`src/rtl/fsp_defs.vh`:
```
`ifndef FSP_DEFS_VH
`define FSP_DEFS_VH

// register byte addresses (16-bit cpu register space)
`define FSP_OFF_CTRL     16'hC070
`define FSP_OFF_BAUD     16'hC072
`define FSP_OFF_GAP      16'hC074
`define FSP_OFF_DATA     16'hC076
`define FSP_OFF_RXBASE   16'hC078
`define FSP_OFF_RXCNT    16'hC07A
`define FSP_OFF_TXBASE   16'hC07C
`define FSP_OFF_TXCNT    16'hC07E
`define FSP_OFF_IMASK    16'hC080

// control register bit positions
`define FSP_CTRL_EN      15
`define FSP_CTRL_TXDONE  7
`define FSP_CTRL_RXDONE  6
`define FSP_CTRL_ONESTOP 5
`define FSP_CTRL_TXRDY   4
`define FSP_CTRL_OVF     2
`define FSP_CTRL_RXPKT   1
`define FSP_CTRL_RXRDY   0

// reset values, finished counter value and counter width
`define FSP_BAUD_RST     13'h0017
`define FSP_GAP_RST      8'h09
`define FSP_CNT_DONE     10'h3FF
`define FSP_CNT_W        10

// timing: gap value that equals one stop bit
`define FSP_GAP_BASE     8'h07
`define FSP_RXFIFO_FULL  4'h8

`endif

```
`src/rtl/fsp_core.v`:
```
// Notes on behaviour
// [RQ1] outside block receive, data register read returns last received byte in bits 7:0
// [RQ2] data register write sends exactly one byte from bits 7:0
// [RQ3] software checks transmit-ready before writing the data register
// [RQ4] software writes zeros to reserved bits of data and counter registers
// [RQ5] receive base pointer is 16-bit, read/write, resets to zero
// [RQ6] loading receive counter with length minus one starts block receive
// [RQ7] receive counter decrements per received byte and reads remaining length
// [RQ8] finished block counter reads 0x03FF until reloaded
// [RQ9] counters are ten bits, max 1023; one count is one byte here
// [RQ10] transmit base pointer is 16-bit, read/write, resets to zero
// [RQ11] loading transmit counter with length minus one starts block transmit
// [RQ12] transmit counter decrements per sent byte and reads remaining length
// [RQ13] receive-ready bit 0 is one while receive fifo holds a byte
// [RQ14] transmit-ready bit 4 is one when transmitter can take a byte
// [RQ15] transmit-done bit 7 sets on block transmit end, cleared by writing one
// [RQ16] all transfers proceed only while enable bit 15 is one
// [RQ17] block transmit fetches ascending addresses from transmit base
// [RQ18] block receive stores ascending addresses from receive base
`timescale 1ns/1ps
`include "fsp_defs.vh"
module fsp_core #(
   parameter FIFO_AW = 3
) (
   // clock and reset
   input  wire        clock,
   input  wire        resetn,
   input  wire        ce,
   // register port
   input  wire [15:0] reg_addr,
   input  wire [15:0] reg_wdata,
   input  wire        reg_wr,
   input  wire        reg_rd,
   output reg  [15:0] reg_rdata,
   // memory master for block transfers
   output reg  [15:0] mem_addr,
   output reg  [7:0]  mem_wdata,
   output reg         mem_wr,
   output reg         mem_rd,
   input  wire [7:0]  mem_rdata,
   // serial line
   input  wire        ser_rx,
   output reg         ser_tx,
   // interrupt
   output wire        irq
);
   ////////////////////////////////////////////////////////////////////////////
   localparam TX_IDLE  = 2'h0;
   localparam TX_FETCH = 2'h1;
   localparam TX_WAIT  = 2'h2;
   localparam TX_SHIFT = 2'h3;

   function hit;
      input [15:0] a;
      input [15:0] off;
      begin
         hit = (a == off);
      end
   endfunction

   wire wr_ctrl = reg_wr && hit(reg_addr, `FSP_OFF_CTRL);
   wire wr_data = reg_wr && hit(reg_addr, `FSP_OFF_DATA);
   wire wr_rxc  = reg_wr && hit(reg_addr, `FSP_OFF_RXCNT);
   wire wr_txc  = reg_wr && hit(reg_addr, `FSP_OFF_TXCNT);
   wire rd_data = reg_rd && hit(reg_addr, `FSP_OFF_DATA);

   reg         en_r;
   reg         onestop_r;
   reg  [12:0] baud_r;
   reg  [7:0]  gap_r;
   reg  [15:0] rxbase_r;
   reg  [15:0] txbase_r;
   reg  [9:0]  rxcnt_r;
   reg  [9:0]  txcnt_r;
   reg         rxblk_r;
   reg         txblk_r;
   reg  [15:0] rxptr_r;
   reg  [15:0] txptr_r;
   reg  [3:0]  stat_r;
   reg  [3:0]  mask_r;
   reg  [7:0]  last_rx_r;
   reg  [15:0] rdata_r;
   reg         data_pend_r;

   ////////////////////////////////////////////////////////////////////////////
   // receiver: start bit, 8 data, one stop, sampled at mid-bit
   reg  [12:0] rx_div_r;
   reg  [3:0]  rx_bit_r;
   reg  [8:0]  rx_sh_r;
   reg         rx_busy_r;
   reg         rx_done;
   wire [FIFO_AW:0] rx_count;
   wire [7:0]       fifo_q;
   wire        rx_to_fifo = rx_done && !rxblk_r;
   // a block receive store owns the memory bus in the cycle after a byte lands
   wire        rx_store   = rx_done && rxblk_r && en_r && !wr_rxc;
   wire        fifo_full  = (rx_count == (1 << FIFO_AW));

   fsp_rxfifo #(.W(8), .AW(FIFO_AW)) u_rxfifo (
      .clock   (clock),
      .resetn  (resetn),
      .ce      (ce),
      .wr_en   (rx_to_fifo),
      .wr_data (rx_sh_r[7:0]),
      .rd_en   (rd_data && !rxblk_r),
      .rd_data (fifo_q),
      .count_r (rx_count)
   );

   always @(posedge clock or negedge resetn) begin
      if (!resetn) begin
         rx_div_r  <= 13'h0000;
         rx_bit_r  <= 4'h0;
         rx_sh_r   <= 9'h000;
         rx_busy_r <= 1'b0;
         rx_done   <= 1'b0;
      end else if (ce) begin
         rx_done <= 1'b0;
         if (!en_r) begin // RQ16
            rx_busy_r <= 1'b0;
         end else if (!rx_busy_r) begin
            if (!ser_rx) begin
               rx_busy_r <= 1'b1;
               rx_bit_r  <= 4'h0;
               rx_div_r  <= {1'b0, baud_r[12:1]};
            end
         end else if (rx_div_r != 13'h0000) begin
            rx_div_r <= rx_div_r - 13'h0001;
         end else begin
            rx_div_r <= baud_r;
            rx_bit_r <= rx_bit_r + 4'h1;
            if (rx_bit_r == 4'h0) begin
               if (ser_rx)
                  rx_busy_r <= 1'b0;
            end else begin
               rx_sh_r <= {ser_rx, rx_sh_r[8:1]};
               if (rx_bit_r == 4'h9) begin
                  rx_busy_r <= 1'b0;
                  rx_done   <= 1'b1;
               end
            end
         end
      end
   end

   ////////////////////////////////////////////////////////////////////////////
   // transmitter, single byte or block
   reg  [1:0]  tx_st_r;
   reg  [12:0] tx_div_r;
   reg  [4:0]  tx_left_r;
   reg  [8:0]  tx_sh_r;
   reg  [7:0]  tx_gap_r;
   wire        tx_ready = (tx_st_r == TX_IDLE) && !txblk_r;
   wire        tx_end   = (tx_st_r == TX_SHIFT) && (tx_div_r == 13'h0000)
                          && (tx_left_r == 5'h00) && (tx_gap_r == 8'h00);
   wire        txblk_fin = txblk_r && tx_end && (txcnt_r == `FSP_CNT_DONE);
   // stop time in bit times after the first stop bit: 1 or 2 by onestop, or gap - 7 in block mode
   wire [7:0]  stop_bits = txblk_r ? (gap_r - `FSP_GAP_BASE) :
                           (onestop_r ? 8'h01 : 8'h02);

   always @(posedge clock or negedge resetn) begin
      if (!resetn) begin
         tx_st_r   <= TX_IDLE;
         tx_div_r  <= 13'h0000;
         tx_left_r <= 5'h00;
         tx_sh_r   <= 9'h1FF;
         tx_gap_r  <= 8'h00;
         ser_tx    <= 1'b1;
         mem_rd    <= 1'b0;
         mem_addr  <= 16'h0000;
         txptr_r   <= 16'h0000;
      end else if (ce) begin
         mem_rd <= 1'b0;
         if (rx_store)
            mem_addr <= rxptr_r; // RQ18
         if (!en_r) begin // RQ16
            tx_st_r <= TX_IDLE;
            ser_tx  <= 1'b1;
         end else begin
            case (tx_st_r)
               TX_IDLE: begin
                  if (wr_txc) begin
                     txptr_r <= txbase_r; // RQ17
                     tx_st_r <= TX_FETCH;
                  end else if (wr_data && !txblk_r) begin // RQ2
                     tx_sh_r   <= {reg_wdata[7:0], 1'b0};
                     tx_left_r <= 5'h09;
                     tx_div_r  <= baud_r;
                     tx_gap_r  <= stop_bits;
                     tx_st_r   <= TX_SHIFT;
                  end
               end
               TX_FETCH: begin
                  // fetch waits while a receive store holds the bus
                  if (!rx_store) begin
                     mem_addr <= txptr_r;
                     mem_rd   <= 1'b1;
                     txptr_r  <= txptr_r + 16'h0001; // RQ17
                     tx_st_r  <= TX_WAIT;
                  end
               end
               TX_WAIT: begin
                  // registered memory: data stand in the cycle after the strobe
                  if (!mem_rd) begin
                     tx_sh_r   <= {mem_rdata, 1'b0};
                     tx_left_r <= 5'h09;
                     tx_div_r  <= baud_r;
                     tx_gap_r  <= stop_bits;
                     tx_st_r   <= TX_SHIFT;
                  end
               end
               TX_SHIFT: begin
                  if (tx_left_r != 5'h00)
                     ser_tx <= tx_sh_r[0];
                  else
                     ser_tx <= 1'b1;
                  if (tx_div_r != 13'h0000) begin
                     tx_div_r <= tx_div_r - 13'h0001;
                  end else begin
                     tx_div_r <= baud_r;
                     if (tx_left_r != 5'h00) begin
                        tx_sh_r   <= {1'b1, tx_sh_r[8:1]};
                        tx_left_r <= tx_left_r - 5'h01;
                     end else if (tx_gap_r != 8'h00) begin
                        tx_gap_r <= tx_gap_r - 8'h01;
                     end else if (txblk_r && txcnt_r != `FSP_CNT_DONE) begin
                        tx_st_r <= TX_FETCH;
                     end else begin
                        tx_st_r <= TX_IDLE;
                     end
                  end
               end
               default: tx_st_r <= TX_IDLE;
            endcase
         end
      end
   end

   ////////////////////////////////////////////////////////////////////////////
   // block counters, pointers and status
   wire rxblk_byte = rxblk_r && rx_done;
   wire ev_txdone  = txblk_fin;
   wire ev_rxdone  = rxblk_byte && (rxcnt_r == 10'h000);
   wire ev_ovf     = rx_to_fifo && fifo_full;
   wire [3:0] ev   = {ev_txdone, ev_rxdone, ev_ovf, 1'b0};
   wire [3:0] clr  = wr_ctrl ? {reg_wdata[`FSP_CTRL_TXDONE],
                                reg_wdata[`FSP_CTRL_RXDONE],
                                reg_wdata[`FSP_CTRL_OVF], 1'b0} : 4'h0;

   always @(posedge clock or negedge resetn) begin
      if (!resetn) begin
         en_r      <= 1'b0;
         onestop_r <= 1'b0;
         baud_r    <= `FSP_BAUD_RST;
         gap_r     <= `FSP_GAP_RST;
         rxbase_r  <= 16'h0000;
         txbase_r  <= 16'h0000;
         rxcnt_r   <= 10'h000;
         txcnt_r   <= 10'h000;
         rxblk_r   <= 1'b0;
         txblk_r   <= 1'b0;
         rxptr_r   <= 16'h0000;
         stat_r    <= 4'h0;
         mask_r    <= 4'h0;
         mem_wr    <= 1'b0;
         mem_wdata <= 8'h00;
         last_rx_r <= 8'h00;
      end else if (ce) begin
         mem_wr <= 1'b0;
         // set beats clear in the same cycle
         stat_r <= (stat_r & ~clr) | ev; // RQ15
         if (wr_ctrl) begin
            en_r      <= reg_wdata[`FSP_CTRL_EN];
            onestop_r <= reg_wdata[`FSP_CTRL_ONESTOP];
         end
         if (reg_wr && hit(reg_addr, `FSP_OFF_BAUD))
            baud_r <= reg_wdata[12:0];
         if (reg_wr && hit(reg_addr, `FSP_OFF_GAP))
            gap_r <= reg_wdata[7:0];
         if (reg_wr && hit(reg_addr, `FSP_OFF_IMASK))
            mask_r <= reg_wdata[3:0];
         if (reg_wr && hit(reg_addr, `FSP_OFF_RXBASE))
            rxbase_r <= reg_wdata; // RQ5
         if (reg_wr && hit(reg_addr, `FSP_OFF_TXBASE))
            txbase_r <= reg_wdata; // RQ10
         if (data_pend_r)
            last_rx_r <= fifo_q;
         // receive block
         if (wr_rxc && en_r) begin
            rxcnt_r <= reg_wdata[9:0]; // RQ6 RQ9
            rxblk_r <= 1'b1;
            rxptr_r <= rxbase_r;
         end else if (rx_store) begin
            mem_wdata <= rx_sh_r[7:0];
            mem_wr    <= 1'b1;
            rxptr_r   <= rxptr_r + 16'h0001; // RQ18
            rxcnt_r   <= rxcnt_r - 10'h001; // RQ7 RQ8
            if (rxcnt_r == 10'h000)
               rxblk_r <= 1'b0;
         end
         // transmit block: counter drops as each byte is fetched from memory
         if (wr_txc && en_r && tx_st_r == TX_IDLE) begin
            txcnt_r <= reg_wdata[9:0]; // RQ11 RQ9
            txblk_r <= 1'b1;
         end else if (txblk_r && tx_st_r == TX_FETCH && !rx_store) begin
            txcnt_r <= txcnt_r - 10'h001; // RQ12 RQ8
         end else if (txblk_fin || !en_r) begin
            txblk_r <= 1'b0;
         end
      end
   end

   ////////////////////////////////////////////////////////////////////////////
   // register read, one cycle later
   assign irq = |(stat_r & mask_r);

   // fifo head comes out of its own register in the answer cycle, so it is muxed in
   always @* begin
      reg_rdata = rdata_r;
      if (data_pend_r)
         reg_rdata = {8'h00, fifo_q}; // RQ1
   end

   always @(posedge clock or negedge resetn) begin
      if (!resetn) begin
         rdata_r     <= 16'h0000;
         data_pend_r <= 1'b0;
      end else if (ce) begin
         rdata_r     <= 16'h0000;
         data_pend_r <= rd_data && !rxblk_r;
         if (reg_rd) begin
            case (reg_addr)
               `FSP_OFF_CTRL:   rdata_r <= {en_r, 7'h00, stat_r[3], stat_r[2], onestop_r,
                                            tx_ready, 1'b0, stat_r[1],
                                            (rx_count >= `FSP_RXFIFO_FULL),
                                            (rx_count != 0)}; // RQ13 RQ14
               `FSP_OFF_BAUD:   rdata_r <= {3'h0, baud_r};
               `FSP_OFF_GAP:    rdata_r <= {8'h00, gap_r};
               `FSP_OFF_DATA:   rdata_r <= {8'h00, last_rx_r}; // RQ1
               `FSP_OFF_RXBASE: rdata_r <= rxbase_r;
               `FSP_OFF_RXCNT:  rdata_r <= {6'h00, rxcnt_r}; // RQ7
               `FSP_OFF_TXBASE: rdata_r <= txbase_r;
               `FSP_OFF_TXCNT:  rdata_r <= {6'h00, txcnt_r}; // RQ12
               `FSP_OFF_IMASK:  rdata_r <= {12'h000, mask_r};
               default:         rdata_r <= 16'h0000;
            endcase
         end
      end
   end
endmodule

```
`src/rtl/fsp_rxfifo.v`:
```
`timescale 1ns/1ps
module fsp_rxfifo #(
   parameter W  = 8,
   parameter AW = 3
) (
   // clock
   input  wire          clock,
   input  wire          resetn,
   input  wire          ce,
   // write side
   input  wire          wr_en,
   input  wire [W-1:0]  wr_data,
   // read side
   input  wire          rd_en,
   output reg  [W-1:0]  rd_data,
   output reg  [AW:0]   count_r
);
   reg [W-1:0]  mem [0:(1<<AW)-1];
   reg [AW-1:0] wp_r;
   reg [AW-1:0] rp_r;
   wire         do_wr = wr_en && (count_r != (1 << AW));
   wire         do_rd = rd_en && (count_r != {(AW+1){1'b0}});

   // memory itself has no reset so it can map onto ram
   always @(posedge clock) begin
      if (ce && do_wr)
         mem[wp_r] <= wr_data;
   end

   always @(posedge clock or negedge resetn) begin
      if (!resetn) begin
         wp_r    <= {AW{1'b0}};
         rp_r    <= {AW{1'b0}};
         count_r <= {(AW+1){1'b0}};
         rd_data <= {W{1'b0}};
      end else if (ce) begin
         if (do_wr)
            wp_r <= wp_r + 1'b1;
         if (do_rd) begin
            rp_r <= rp_r + 1'b1;
            rd_data <= mem[rp_r];
         end
         if (do_wr && !do_rd)
            count_r <= count_r + 1'b1;
         else if (do_rd && !do_wr)
            count_r <= count_r - 1'b1;
      end
   end
endmodule

```
`config.mk`:
```
export PLATFORM = sky130hd
export DESIGN_NAME = fsp_core
export DESIGN_NICKNAME = d
export VERILOG_FILES = /design/src/rtl/fsp_core.v /design/src/rtl/fsp_rxfifo.v
export VERILOG_INCLUDE_DIRS = /design/src /design/src/rtl
export SDC_FILE = /design/constraint.sdc
export NUM_CORES = 1
export LEC_CHECK = 0
export ABC_AREA = 1
export BUFFER_PORTS_ARGS = -buffer_cell sky130_fd_sc_hd__buf_2
export CAP_MARGIN = 0
export CORE_MARGIN = 4
export CORE_UTILIZATION = 35
export CTS_CLUSTER_DIAMETER = 120
export DETAILED_ROUTE_END_ITERATION = 7
export PLACE_DENSITY = 0.59
export SLEW_MARGIN = 20
export SYNTH_ARGS = -nofsm -noshare
export SYNTH_HDL_FRONTEND = slang
export SYNTH_HIERARCHICAL = 1
export SYNTH_SLANG_ARGS = --single-unit
```
`constraint.sdc`:
```
create_clock -name clock -period 3.8 [get_ports clock]
set_clock_uncertainty 0.2 [all_clocks]
set_input_delay 0.38 -clock clock [delete_from_list [all_inputs] [get_ports clock]]
set_output_delay 0.38 -clock clock [all_outputs]
set_load 0.005 [all_outputs]
```
==> flow_metrics.env, run 1 <==
export IMPL_dp_hpwl_mm=37.4
export IMPL_wl_mm=52.9
export IMPL_r2r_setup_slack_ns=0.97
export IMPL_num_vias=15500
export IMPL_overflow=0
export IMPL_grtUsageTotal_pct=19.6
export IMPL_antenna_left=0
export IMPL_worst_pin_slew_ns=1.09
export IMPL_grt_max_degree=99
export IMPL_critical_path_top_delay_family="simple AND/OR/NAND/NOR gates"
export IMPL_drc=0
export IMPL_grt_pass1_vias=14800
export IMPL_tns_ns=0
export IMPL_worstPathRequired_ns=4.01
export IMPL_dr_first_iter_drc_count=1520
export IMPL_yosysSeqAreaShare_pct=47.1
export IMPL_whs_ns=0.0404
export IMPL_hp_class="primary input to flip-flop"
export IMPL_wl_per_cell_um=17.3
export IMPL_first_pass_iters=6
export IMPL_die_h_um=231
export IMPL_setup_viol_count_final=0
export IMPL_r2r_start="en_r"
export IMPL_p_leak_nw=9.64
export IMPL_max_stage_delay_ns=0.68
export IMPL_synth_ff_type="dfrtp_1"
export IMPL_avgSynthCellArea_um2=7.63
export IMPL_crit_path_start_kind="flip-flop"
export IMPL_synth_nets=2358
export IMPL_io_pins=90
export IMPL_cts_tree="built"
export IMPL_clock_latency_ns=0.56
export IMPL_via_per_inst=5.06
export IMPL_drv_slew=0
export IMPL_placed_cell_area_um2=18500
export IMPL_relSlewSlack_pct=27.0
export IMPL_die_area_um2=53500
export IMPL_clk_path_buf_depth=3
export IMPL_h_tree_depth=2
export IMPL_path_class="flip-flop to flip-flop"
export IMPL_path_clk_slew_ns=0.05
export IMPL_status="finished, final reports clean"
export IMPL_synthArstFlopShare_pct=79.7
export IMPL_cp_num_cells=7
export IMPL_synth_edf_count=64
export IMPL_gp_congestion=0.953
export IMPL_endpoint_kind="flip-flop"
export IMPL_fmax_mhz=353
export IMPL_cts_buffers=38
export IMPL_critical_path_arrival_ns=3.05
export IMPL_initial_core_util_pct=35.5
export IMPL_ir_drop_mv=0.301
export IMPL_synth_warnings=6
export IMPL_synth_cell_type_count=48
export IMPL_cp_endpoint="txptr_r[11]"
export IMPL_final_cell_mix="736 x nand2_1, 250 x inv_1, 235 x dfrtp_1"
export IMPL_worstPathMaxFanout=22
export IMPL_cts_resized=0
export IMPL_syn_cell_area_um2=17400
export IMPL_areaGrowthSynthToFinish_pct=13.8
export IMPL_max_cap_violations=0
export IMPL_cp_startpoint="en_r"
export IMPL_die_w_um=231
export IMPL_timing_final_crit_period_ns=2.83
export IMPL_rsz0062_at_grt="false"
export IMPL_antenna_found_initial=1
export IMPL_cp_buffers_inverters=2
export IMPL_power_density_nw_per_um2=372
export IMPL_path_cells="inv_1, nor2_1, nand3_1, nand2_1, inv_1, nand2_1, o21ai_0"
export IMPL_r2r_end="txptr_r[11]"
export IMPL_ys_ff_latch=315
export IMPL_critPathSlowestCell="dfrtp_1"
export IMPL_clockRootBuffer="clkbuf_16"
export IMPL_ff2ff_path_depth=7
export IMPL_layout_commonest_cell="nand2_1"
export IMPL_cts_sinks=315
export IMPL_n_antenna_cell=0
export IMPL_period_share_pct=74.5
export IMPL_grt_pass1_wl_mm=83.2
export IMPL_design_area_um2=19900
export IMPL_row_count=81
export IMPL_drive_gt1_share_pct=10.0
export IMPL_hold_viol=0
export IMPL_final_net_count=2442
export IMPL_numPortBuffers=89
export IMPL_coreArea_um2=49200
export IMPL_syn_inst=2286
==> worst min-delay path by stage <==
stage,from,end,cells after the start
after global routing,ser_rx,rx_sh_r[8],3
final,ser_rx,rx_sh_r[8],3
after CTS,ser_rx,rx_sh_r[8],3
after detailed placement,tx_sh_r[1],tx_sh_r[1],2
after global placement,tx_sh_r[3],tx_sh_r[3],2
after floorplan,resetn,baud_r[10],0
==> power by group <==
| group | internal [mW] | total (mW) | leakage, nW | switching (mW) |
|---|---|---|---|---|
| clock | 2.09 | 3.55 | 0.601 | 1.45 |
| sequential | 3.48 | 3.51 | 3.71 | 0.0374 |
| combinational | 0.114 | 0.336 | 5.33 | 0.222 |
| total | 5.68 | 7.40 | 9.64 | 1.71 |
==> metrics by stage <==
stage / instances / util (%) / setup WS (ns) / power (mW)
final: 3062 / 40.4 / 0.968 / 7.40
after global routing: 3062 / 40.4 / 0.747 / 7.66
after detailed placement: 2977 / 37.6 / 0.482 / 3.90
after CTS: 3062 / 40.4 / 0.989 / 7.49
after floorplan: 2286 / - / 0.814 / 3.71
after global placement: 2977 / 37.6 / 0.507 / 3.89
==> sequential cells by signal, indices dropped and copies added, names as in the netlist, 9 cells and up <==
name          flops
baud_r           13
mem_addr         16
rdata_r          16
rx_div_r         13
rx_sh_r           9
rxbase_r         16
rxcnt_r          10
rxptr_r          16
tx_div_r         13
tx_sh_r           9
txbase_r         16
txcnt_r          10
txptr_r          16
u_rxfifo/mem     64
==> kinds of logic (layout without fill, tap and decap cells) <==
family	Yosys count	count (layout)	synth area share [%]
xor gates and xnor gates	54	54	2.71
buffers and inverters	347	459	8.28
adders and majority gates	26	26	1.91
DFF	315	315	47.1
and+or+nand+nor	1214	1214	29.8
AOI/OAI and AO/OA	330	330	10.2
==> layout make-up <==
cell class | count | area (um^2)
Inverter | 264 | 993
Multi-Input combinational cell | 1624 | 7790
Tap cell | 664 | 831
Timing Repair Buffer | 127 | 808
Sequential cell | 315 | 8220
Clock inverter | 8 | 61.3
Fill cell | 5034 | 29300
Clock buffer | 60 | 1150
==> tightest hold or removal path, stage by stage <==
cell and delay [ns]:
buf_2 0.07, inv_1 0.10, o21ai_0 0.18
==> Yosys cell counts, types with 6 or more instances <==
| library cell | n | area [um^2] |
|---|---|---|
| a21oi_1 | 40 | 200 |
| a22oi_1 | 7 | 52.6 |
| buf_2 | 25 | 125 |
| buf_4 | 9 | 67.6 |
| buf_6 | 10 | 113 |
| clkbuf_1 | 38 | 143 |
| dfrtp_1 | 235 | 5880 |
| dfstp_2 | 16 | 420 |
| edfxtp_1 | 64 | 1920 |
| ha_1 | 25 | 313 |
| inv_1 | 251 | 942 |
| inv_2 | 9 | 33.8 |
| nand2_1 | 736 | 2760 |
| nand2_2 | 12 | 75.1 |
| nand3_1 | 230 | 1150 |
| nand3b_1 | 6 | 45.0 |
| nand4_1 | 16 | 100 |
| nor2_1 | 152 | 571 |
| nor2_2 | 7 | 43.8 |
| nor2_4 | 6 | 67.6 |
| nor3_1 | 28 | 140 |
| o211ai_1 | 25 | 188 |
| o21ai_0 | 222 | 1110 |
| o21ai_1 | 19 | 95.1 |
| o22ai_1 | 8 | 50.1 |
| xnor2_1 | 10 | 87.6 |
| xor2_1 | 44 | 385 |
==> layer usage <==
layer	global-route usage [%]	share of wire (%)	vias up	routed length (um)
li1	-	-	7538	-
met1	28.0	46	7411	24500
met2	30.3	45	465	23600
met3	3.59	6.4	75	3410
met4	5.86	2.5	0	1320
met5	0	0	-	0
==> what timing repair did <==
action,CTS,global route
hold buffers,17,0
setup endpoints to repair,0,0
hold endpoints to repair,104,0
setup buffers,0,0
No activity file was read; power rests on OpenSTA's default activity.
==> run 2, diff against run 1 <==
--- a/config.mk
+++ b/config.mk
@@ -6,14 +6,14 @@
 export SDC_FILE = /design/constraint.sdc
 export NUM_CORES = 1
 export LEC_CHECK = 0
-export ABC_AREA = 1
+export ABC_AREA = 0
 export BUFFER_PORTS_ARGS = -buffer_cell sky130_fd_sc_hd__buf_2
 export CAP_MARGIN = 0
 export CORE_MARGIN = 4
 export CORE_UTILIZATION = 35
 export CTS_CLUSTER_DIAMETER = 120
 export DETAILED_ROUTE_END_ITERATION = 7
-export PLACE_DENSITY = 0.59
+export PLACE_DENSITY = 0.61
 export SLEW_MARGIN = 20
 export SYNTH_ARGS = -nofsm -noshare
 export SYNTH_HDL_FRONTEND = slang
==> constraint.sdc (replaced) <==
create_clock -name clock -period 2.5 [get_ports clock]
set_clock_uncertainty 0.2 [all_clocks]
set_input_delay 0.25 -clock clock [delete_from_list [all_inputs] [get_ports clock]]
set_output_delay 0.25 -clock clock [all_outputs]
set_load 0.005 [all_outputs]
==> flow_metrics.env, run 2 <==
export IMPL_hp_class="primary input to flip-flop"
export IMPL_max_cap_violations=0
export IMPL_crit_path_start_kind="flip-flop"
export IMPL_tns_ns=-3.37
export IMPL_cts_buffers=39
export IMPL_final_setup_worst_slack_ns=-0.150
export IMPL_violations="negative setup slack"
export IMPL_cts_sinks=315
export IMPL_period_share_pct=106
export IMPL_die_h_um=223
export IMPL_yosysSeqAreaShare_pct=50.7
export IMPL_synth_nets=1621
export IMPL_antenna_left=0
export IMPL_rsz0062_at_grt="true"
export IMPL_h_tree_depth=2
export IMPL_ys_ff_latch=315
export IMPL_wl_per_cell_um=21.1
export IMPL_status="finished with violations"
export IMPL_synth_ff_type="dfrtp_1"
export IMPL_synth_commonest_cells="235 x dfrtp_1, 139 x nand2_1, 117 x o21ai_0, 104 x a21oi_1, 92 x mux2_2"
export IMPL_min_from="reg_wdata[0]"
export IMPL_syn_inst=1549
export IMPL_power_density_nw_per_um2=792
export IMPL_grt_max_degree=62
export IMPL_wl_mm=52.4
export IMPL_synth_edf_count=64
export IMPL_dp_cells=2364
export IMPL_synth_top_area_share_pct=36.2
export IMPL_relSlewSlack_pct=33.2
export IMPL_clock_latency_ns=0.56
export IMPL_dr_first_iter_drc_count=1131
export IMPL_io_pins=90
export IMPL_numPortBuffers=89
export IMPL_die_area_um2=49900
export IMPL_fmax_mhz=377
export IMPL_critical_path_arrival_ns=2.88
export IMPL_worstPathMaxFanout=5
export IMPL_num_vias=14200
export IMPL_n_antenna_cell=0
export IMPL_first_pass_iters=8
export IMPL_timing_final_crit_period_ns=2.65
export IMPL_path_clk_slew_ns=0.06
export IMPL_pwr_share_comb_pct=28.4
export IMPL_gp_congestion=0.962
export IMPL_synthMostInstantiatedCell="dfrtp_1"
export IMPL_cp_startpoint="rx_div_r[0]"
export IMPL_via_per_inst=5.72
export IMPL_clockRootBuffer="clkbuf_16"
export IMPL_cts_tree="built"
export IMPL_endpoint_kind="flip-flop"
export IMPL_largest_register="u_rxfifo/mem"
export IMPL_hold_viol=0
export IMPL_synthArstFlopShare_pct=79.7
export IMPL_drive_gt1_share_pct=33.0
export IMPL_synth_cell_type_count=92
export IMPL_areaGrowthSynthToFinish_pct=31.6
export IMPL_row_count=78
export IMPL_final_net_count=1931
export IMPL_final_cell_mix="234 x dfrtp_1, 193 x buf_4, 123 x nand2_1"
export IMPL_worstPathRequired_ns=2.73
export IMPL_largest_register_ff_count=64
export IMPL_stdcell_count=2487
export IMPL_drc=0
export IMPL_power_switching_mw=5.35
export IMPL_syn_cell_area_um2=16200
export IMPL_avgSynthCellArea_um2=10.5
export IMPL_die_w_um=223
export IMPL_grt_pass1_vias=13900
export IMPL_nFillCells=4127
export IMPL_synth_warnings=6
export IMPL_p_int_mw=11.6
export IMPL_grt_pass1_wl_mm=81.3
export IMPL_drv_slew=0
export IMPL_antenna_found_initial=0
export IMPL_dp_hpwl_mm=37.2
export IMPL_layout_commonest_cell="dfrtp_1"
export IMPL_path_class="flip-flop to flip-flop"
export IMPL_r2r_start="rx_div_r[0]"
export IMPL_p_leak_nw=9.24
export IMPL_clkPwrFrac_pct=34.4
export IMPL_p_seq_share_pct=37.3
export IMPL_ir_drop_mv=0.853
export IMPL_setup_viol_count_final=42
export IMPL_initial_core_util_pct=35.6
export IMPL_yosys_area_top_type="dfrtp_1"
export IMPL_coreArea_um2=45600
export IMPL_overflow=0
export IMPL_synthTopCellsByArea="dfrtp_1 36%, edfxtp_1 12%, mux2_2 6.4%, o21ai_0 3.6%, nand2_1 3.2%"
export IMPL_worst_pin_slew_ns=0.977
export IMPL_clk_path_buf_depth=3
export IMPL_swShare_pct=31.6
export IMPL_grtUsageTotal_pct=20.5
run 2: area by class of cell:
| class | instances | area (um^2) | area share (%) |
|---|---|---|---|
| inverters | 47 | 179 | 0.838 |
| flip-flops and latches | 315 | 8220 | 38.5 |
| repair buffers | 352 | 2800 | 13.1 |
| clock inverters | 17 | 205 | 0.961 |
| well taps | 600 | 751 | 3.52 |
| clock buffers | 52 | 1120 | 5.24 |
| multi-input cells | 1104 | 8080 | 37.8 |
run 2: final timing paths:
kind	to	slack, ns	depth (start not counted)
min in group asynchronous	rx_div_r[10]	0.06	2
worst min register to register	mem_addr[7]	0.27	2
worst min-delay path	baud_r[0]	0.04	2
worst max register to register	rx_sh_r[6]	-0.15	8
max in group asynchronous	u_rxfifo/count_r[1]	1.34	3
worst max-delay path	rx_sh_r[6]	-0.15	8
run 2: critical path, stage by stage (launching register included):
cell and delay (ns):
dfrtp_1 0.39, inv_2 0.08, ha_4 0.13, or4b_4 0.47
or4_4 0.47, nor4_4 0.17, buf_6 0.20, nand2_8 0.09
mux2_4 0.32
run 2: power by group through the flow:
stage                     combinational, mW  clock (mW)  sequential (mW)
final                                  4.80        5.81             6.30
after global routing                   5.23        6.16             6.36
after CTS                              4.52        5.93             6.25
after detailed placement               3.91           0             6.32
after global placement                 3.83           0             6.30
after floorplan                        2.28           0             6.25
run 2: what timing repair did:
action | 4_1_cts | 5_1_grt
endpoints found under the hold margin | 303 | 0
gates cloned | 5 | 2
pin swaps | 38 | 26
hold buffers | 33 | 0
endpoints found under the setup margin | 52 | 66
gates resized for setup | 78 | 56
buffers inserted | 10 | 4
run 2: kinds of logic (layout without fill, tap and decap cells):
family	Yosys count	after routing	synth area share [%]
compound gates	469	469	19.4
xor+xnor	14	14	0.756
fa+ha+maj	26	26	2.05
buf+inv	134	468	3.44
flops	315	315	50.7
mux	130	130	8.76
simple gates	461	465	15.0
run 2: routing by layer:
layer	up-vias	part of all wire [%]	track usage, %
met1	7137	43	28.0
met5	-	0	0
met2	493	47	33.1
li1	6486	-	-
met3	109	6.7	3.67
met4	0	3.4	6.68
run 2: stage by stage:
step	setup WS, ns	utilization, %	hold WS, ns	instance area [um^2]	power [mW]
6_report	-0.150	46.9	0.0400	21400	16.9
5_1_grt	-0.215	46.9	0.0154	21400	17.8
4_1_cts	-0.141	46.3	0.00573	21100	16.7
3_5_place_dp	-0.512	41.8	0.0415	19000	10.2
3_3_place_gp	-0.597	41.8	0.0363	19000	10.1
2_1_floorplan	-0.745	-	-0.246	16500	8.53
==> run 3, diff against run 2 <==
--- a/config.mk
+++ b/config.mk
@@ -8,12 +8,12 @@
 export LEC_CHECK = 0
 export ABC_AREA = 0
 export BUFFER_PORTS_ARGS = -buffer_cell sky130_fd_sc_hd__buf_2
-export CAP_MARGIN = 0
+export CAP_MARGIN = 10
 export CORE_MARGIN = 4
-export CORE_UTILIZATION = 35
+export CORE_UTILIZATION = 55
 export CTS_CLUSTER_DIAMETER = 120
 export DETAILED_ROUTE_END_ITERATION = 7
-export PLACE_DENSITY = 0.61
+export PLACE_DENSITY = 0.85
 export SLEW_MARGIN = 20
 export SYNTH_ARGS = -nofsm -noshare
 export SYNTH_HDL_FRONTEND = slang
==> flow_metrics.env, run 3 (synthesis results as in run 2) <==
export IMPL_status="finished with violations"
export IMPL_violations="negative setup slack"
export IMPL_overflow=0
export IMPL_areaGrowthSynthToFinish_pct=28.5
export IMPL_crit_path_start_kind="flip-flop"
export IMPL_period_share_pct=106
export IMPL_clockRootBuffer="clkbuf_16"
export IMPL_cp_startpoint="tx_div_r[5]"
export IMPL_die_area_um2=32300
export IMPL_clock_latency_ns=0.54
export IMPL_worstPathMaxFanout=4
export IMPL_dp_hpwl_mm=35.4
export IMPL_final_setup_worst_slack_ns=-0.156
export IMPL_min_from="reg_wdata[3]"
export IMPL_num_vias=15300
export IMPL_placed_cell_area_um2=18600
export IMPL_numPortBuffers=89
export IMPL_p_leak_nw=9.12
export IMPL_rsz0062_at_grt="true"
export IMPL_die_h_um=180
export IMPL_h_tree_depth=2
export IMPL_antenna_left=0
export IMPL_grt_max_degree=76
export IMPL_power_density_nw_per_um2=797
export IMPL_coreArea_um2=28900
export IMPL_drv_slew=0
export IMPL_largest_register_ff_count=64
export IMPL_path_class="flip-flop to flip-flop"
export IMPL_fmax_mhz=376
export IMPL_grt_pass1_vias=15000
export IMPL_post_route_util_pct=72.1
export IMPL_final_cell_mix="230 x dfrtp_1, 191 x buf_4, 127 x nand2_1"
export IMPL_endpoint_kind="flip-flop"
export IMPL_whs_ns=0.0210
export IMPL_path_clk_slew_ns=0.07
export IMPL_critical_path_arrival_ns=2.87
export IMPL_max_cap_violations=0
export IMPL_cts_buffers=35
export IMPL_relSlewSlack_pct=23.2
export IMPL_hold_viol=0
export IMPL_r2r_start="tx_div_r[5]"
export IMPL_n_antenna_cell=0
export IMPL_hp_class="primary input to flip-flop"
export IMPL_ir_drop_mv=0.730
export IMPL_grtUsageTotal_pct=32.0
export IMPL_clk_path_buf_depth=3
export IMPL_design_power_total_mw=16.6
export IMPL_worstPathRequired_ns=2.71
export IMPL_dp_slack_ns=-0.529
export IMPL_wl_per_cell_um=24.2
export IMPL_design_area_um2=20900
export IMPL_dp_cells=2135
export IMPL_largest_register="u_rxfifo/mem"
export IMPL_stdcell_count=2254
export IMPL_via_per_inst=6.77
export IMPL_worst_pin_slew_ns=1.15
export IMPL_final_net_count=1916
export IMPL_initial_core_util_pct=56.1
export IMPL_antenna_found_initial=0
export IMPL_gp_congestion=1.03
export IMPL_io_pins=90
export IMPL_grt_pass1_wl_mm=83.6
export IMPL_die_w_um=180
export IMPL_cts_tree="built"
export IMPL_first_pass_iters=7
export IMPL_drive_gt1_share_pct=33.0
export IMPL_nFillCells=1827
export IMPL_timing_final_crit_period_ns=2.66
export IMPL_setup_viol_count_final=45
export IMPL_layout_commonest_cell="dfrtp_1"
export IMPL_cts_sinks=315
export IMPL_dr_first_iter_drc_count=2081
export IMPL_drc=0
export IMPL_row_count=62
export IMPL_wl_mm=54.6
export IMPL_tns_ns=-3.54
[run 3: cell count changes in the layout (fill, tap and decap cells not counted), moves of 4 or more]
cell,before,now
dfrtp_2,1,5
dfrtp_1,234,230
clkbuf_8,3,8
dlygate4sd3_1,33,29
clkbuf_16,43,36
nand2_1,123,127
[run 3: final cells by class]
type | count | area, um^2 | share of cell area (%)
inverters | 47 | 179 | 0.858
flip-flops and latches | 315 | 8230 | 39.5
repair buffers | 340 | 2660 | 12.7
well taps | 384 | 480 | 2.30
multi-input cells | 1105 | 8110 | 38.9
clock buffers | 48 | 1030 | 4.92
clock inverters | 15 | 174 | 0.834
[run 3: what timing repair did]
| action | CTS | global route |
|---|---|---|
| endpoints found under the setup margin | 50 | 76 |
| hold endpoints to repair | 209 | 0 |
| gates resized for setup | 60 | 81 |
| pin swaps | 18 | 30 |
| gates cloned | 4 | 3 |
| hold buffers | 29 | 0 |
| buffers inserted | 10 | 11 |
[run 3: worst max-delay path, stage by stage (launching register included)]
cell,delay [ns]
dfrtp_1,0.40
or4_4,0.55
or4b_4,0.61
buf_6,0.15
o21ai_4,0.13
buf_6,0.14
nand3_2,0.08
xor2_1,0.18
o21ai_1,0.10
[run 3: final timing paths]
kind	depth (start not counted)	to	slack, ns
min	3	txcnt_r[3]	0.02
max	8	tx_left_r[3]	-0.16
max reg2reg	8	tx_left_r[3]	-0.16
min in group asynchronous	2	rx_sh_r[6]	0.13
max in group asynchronous	3	baud_r[1]	1.21
min reg2reg	2	mem_addr[15]	0.27
[run 3: per-layer routing]
layer,wire length [um],GRT usage [%],vias to the layer above,share of wire [%]
met2,24900,50.7,1141,46
li1,-,-,6460,-
met5,0,0,-,0
met4,2900,13.0,0,5.3
met1,20800,42.6,7407,38
met3,6010,7.68,257,11
[run 3: report_power, final]
part	switching, mW	internal, mW
Sequential	0.587	5.76
Clock	2.23	3.12
Combinational	2.73	2.19
Total	5.55	11.1
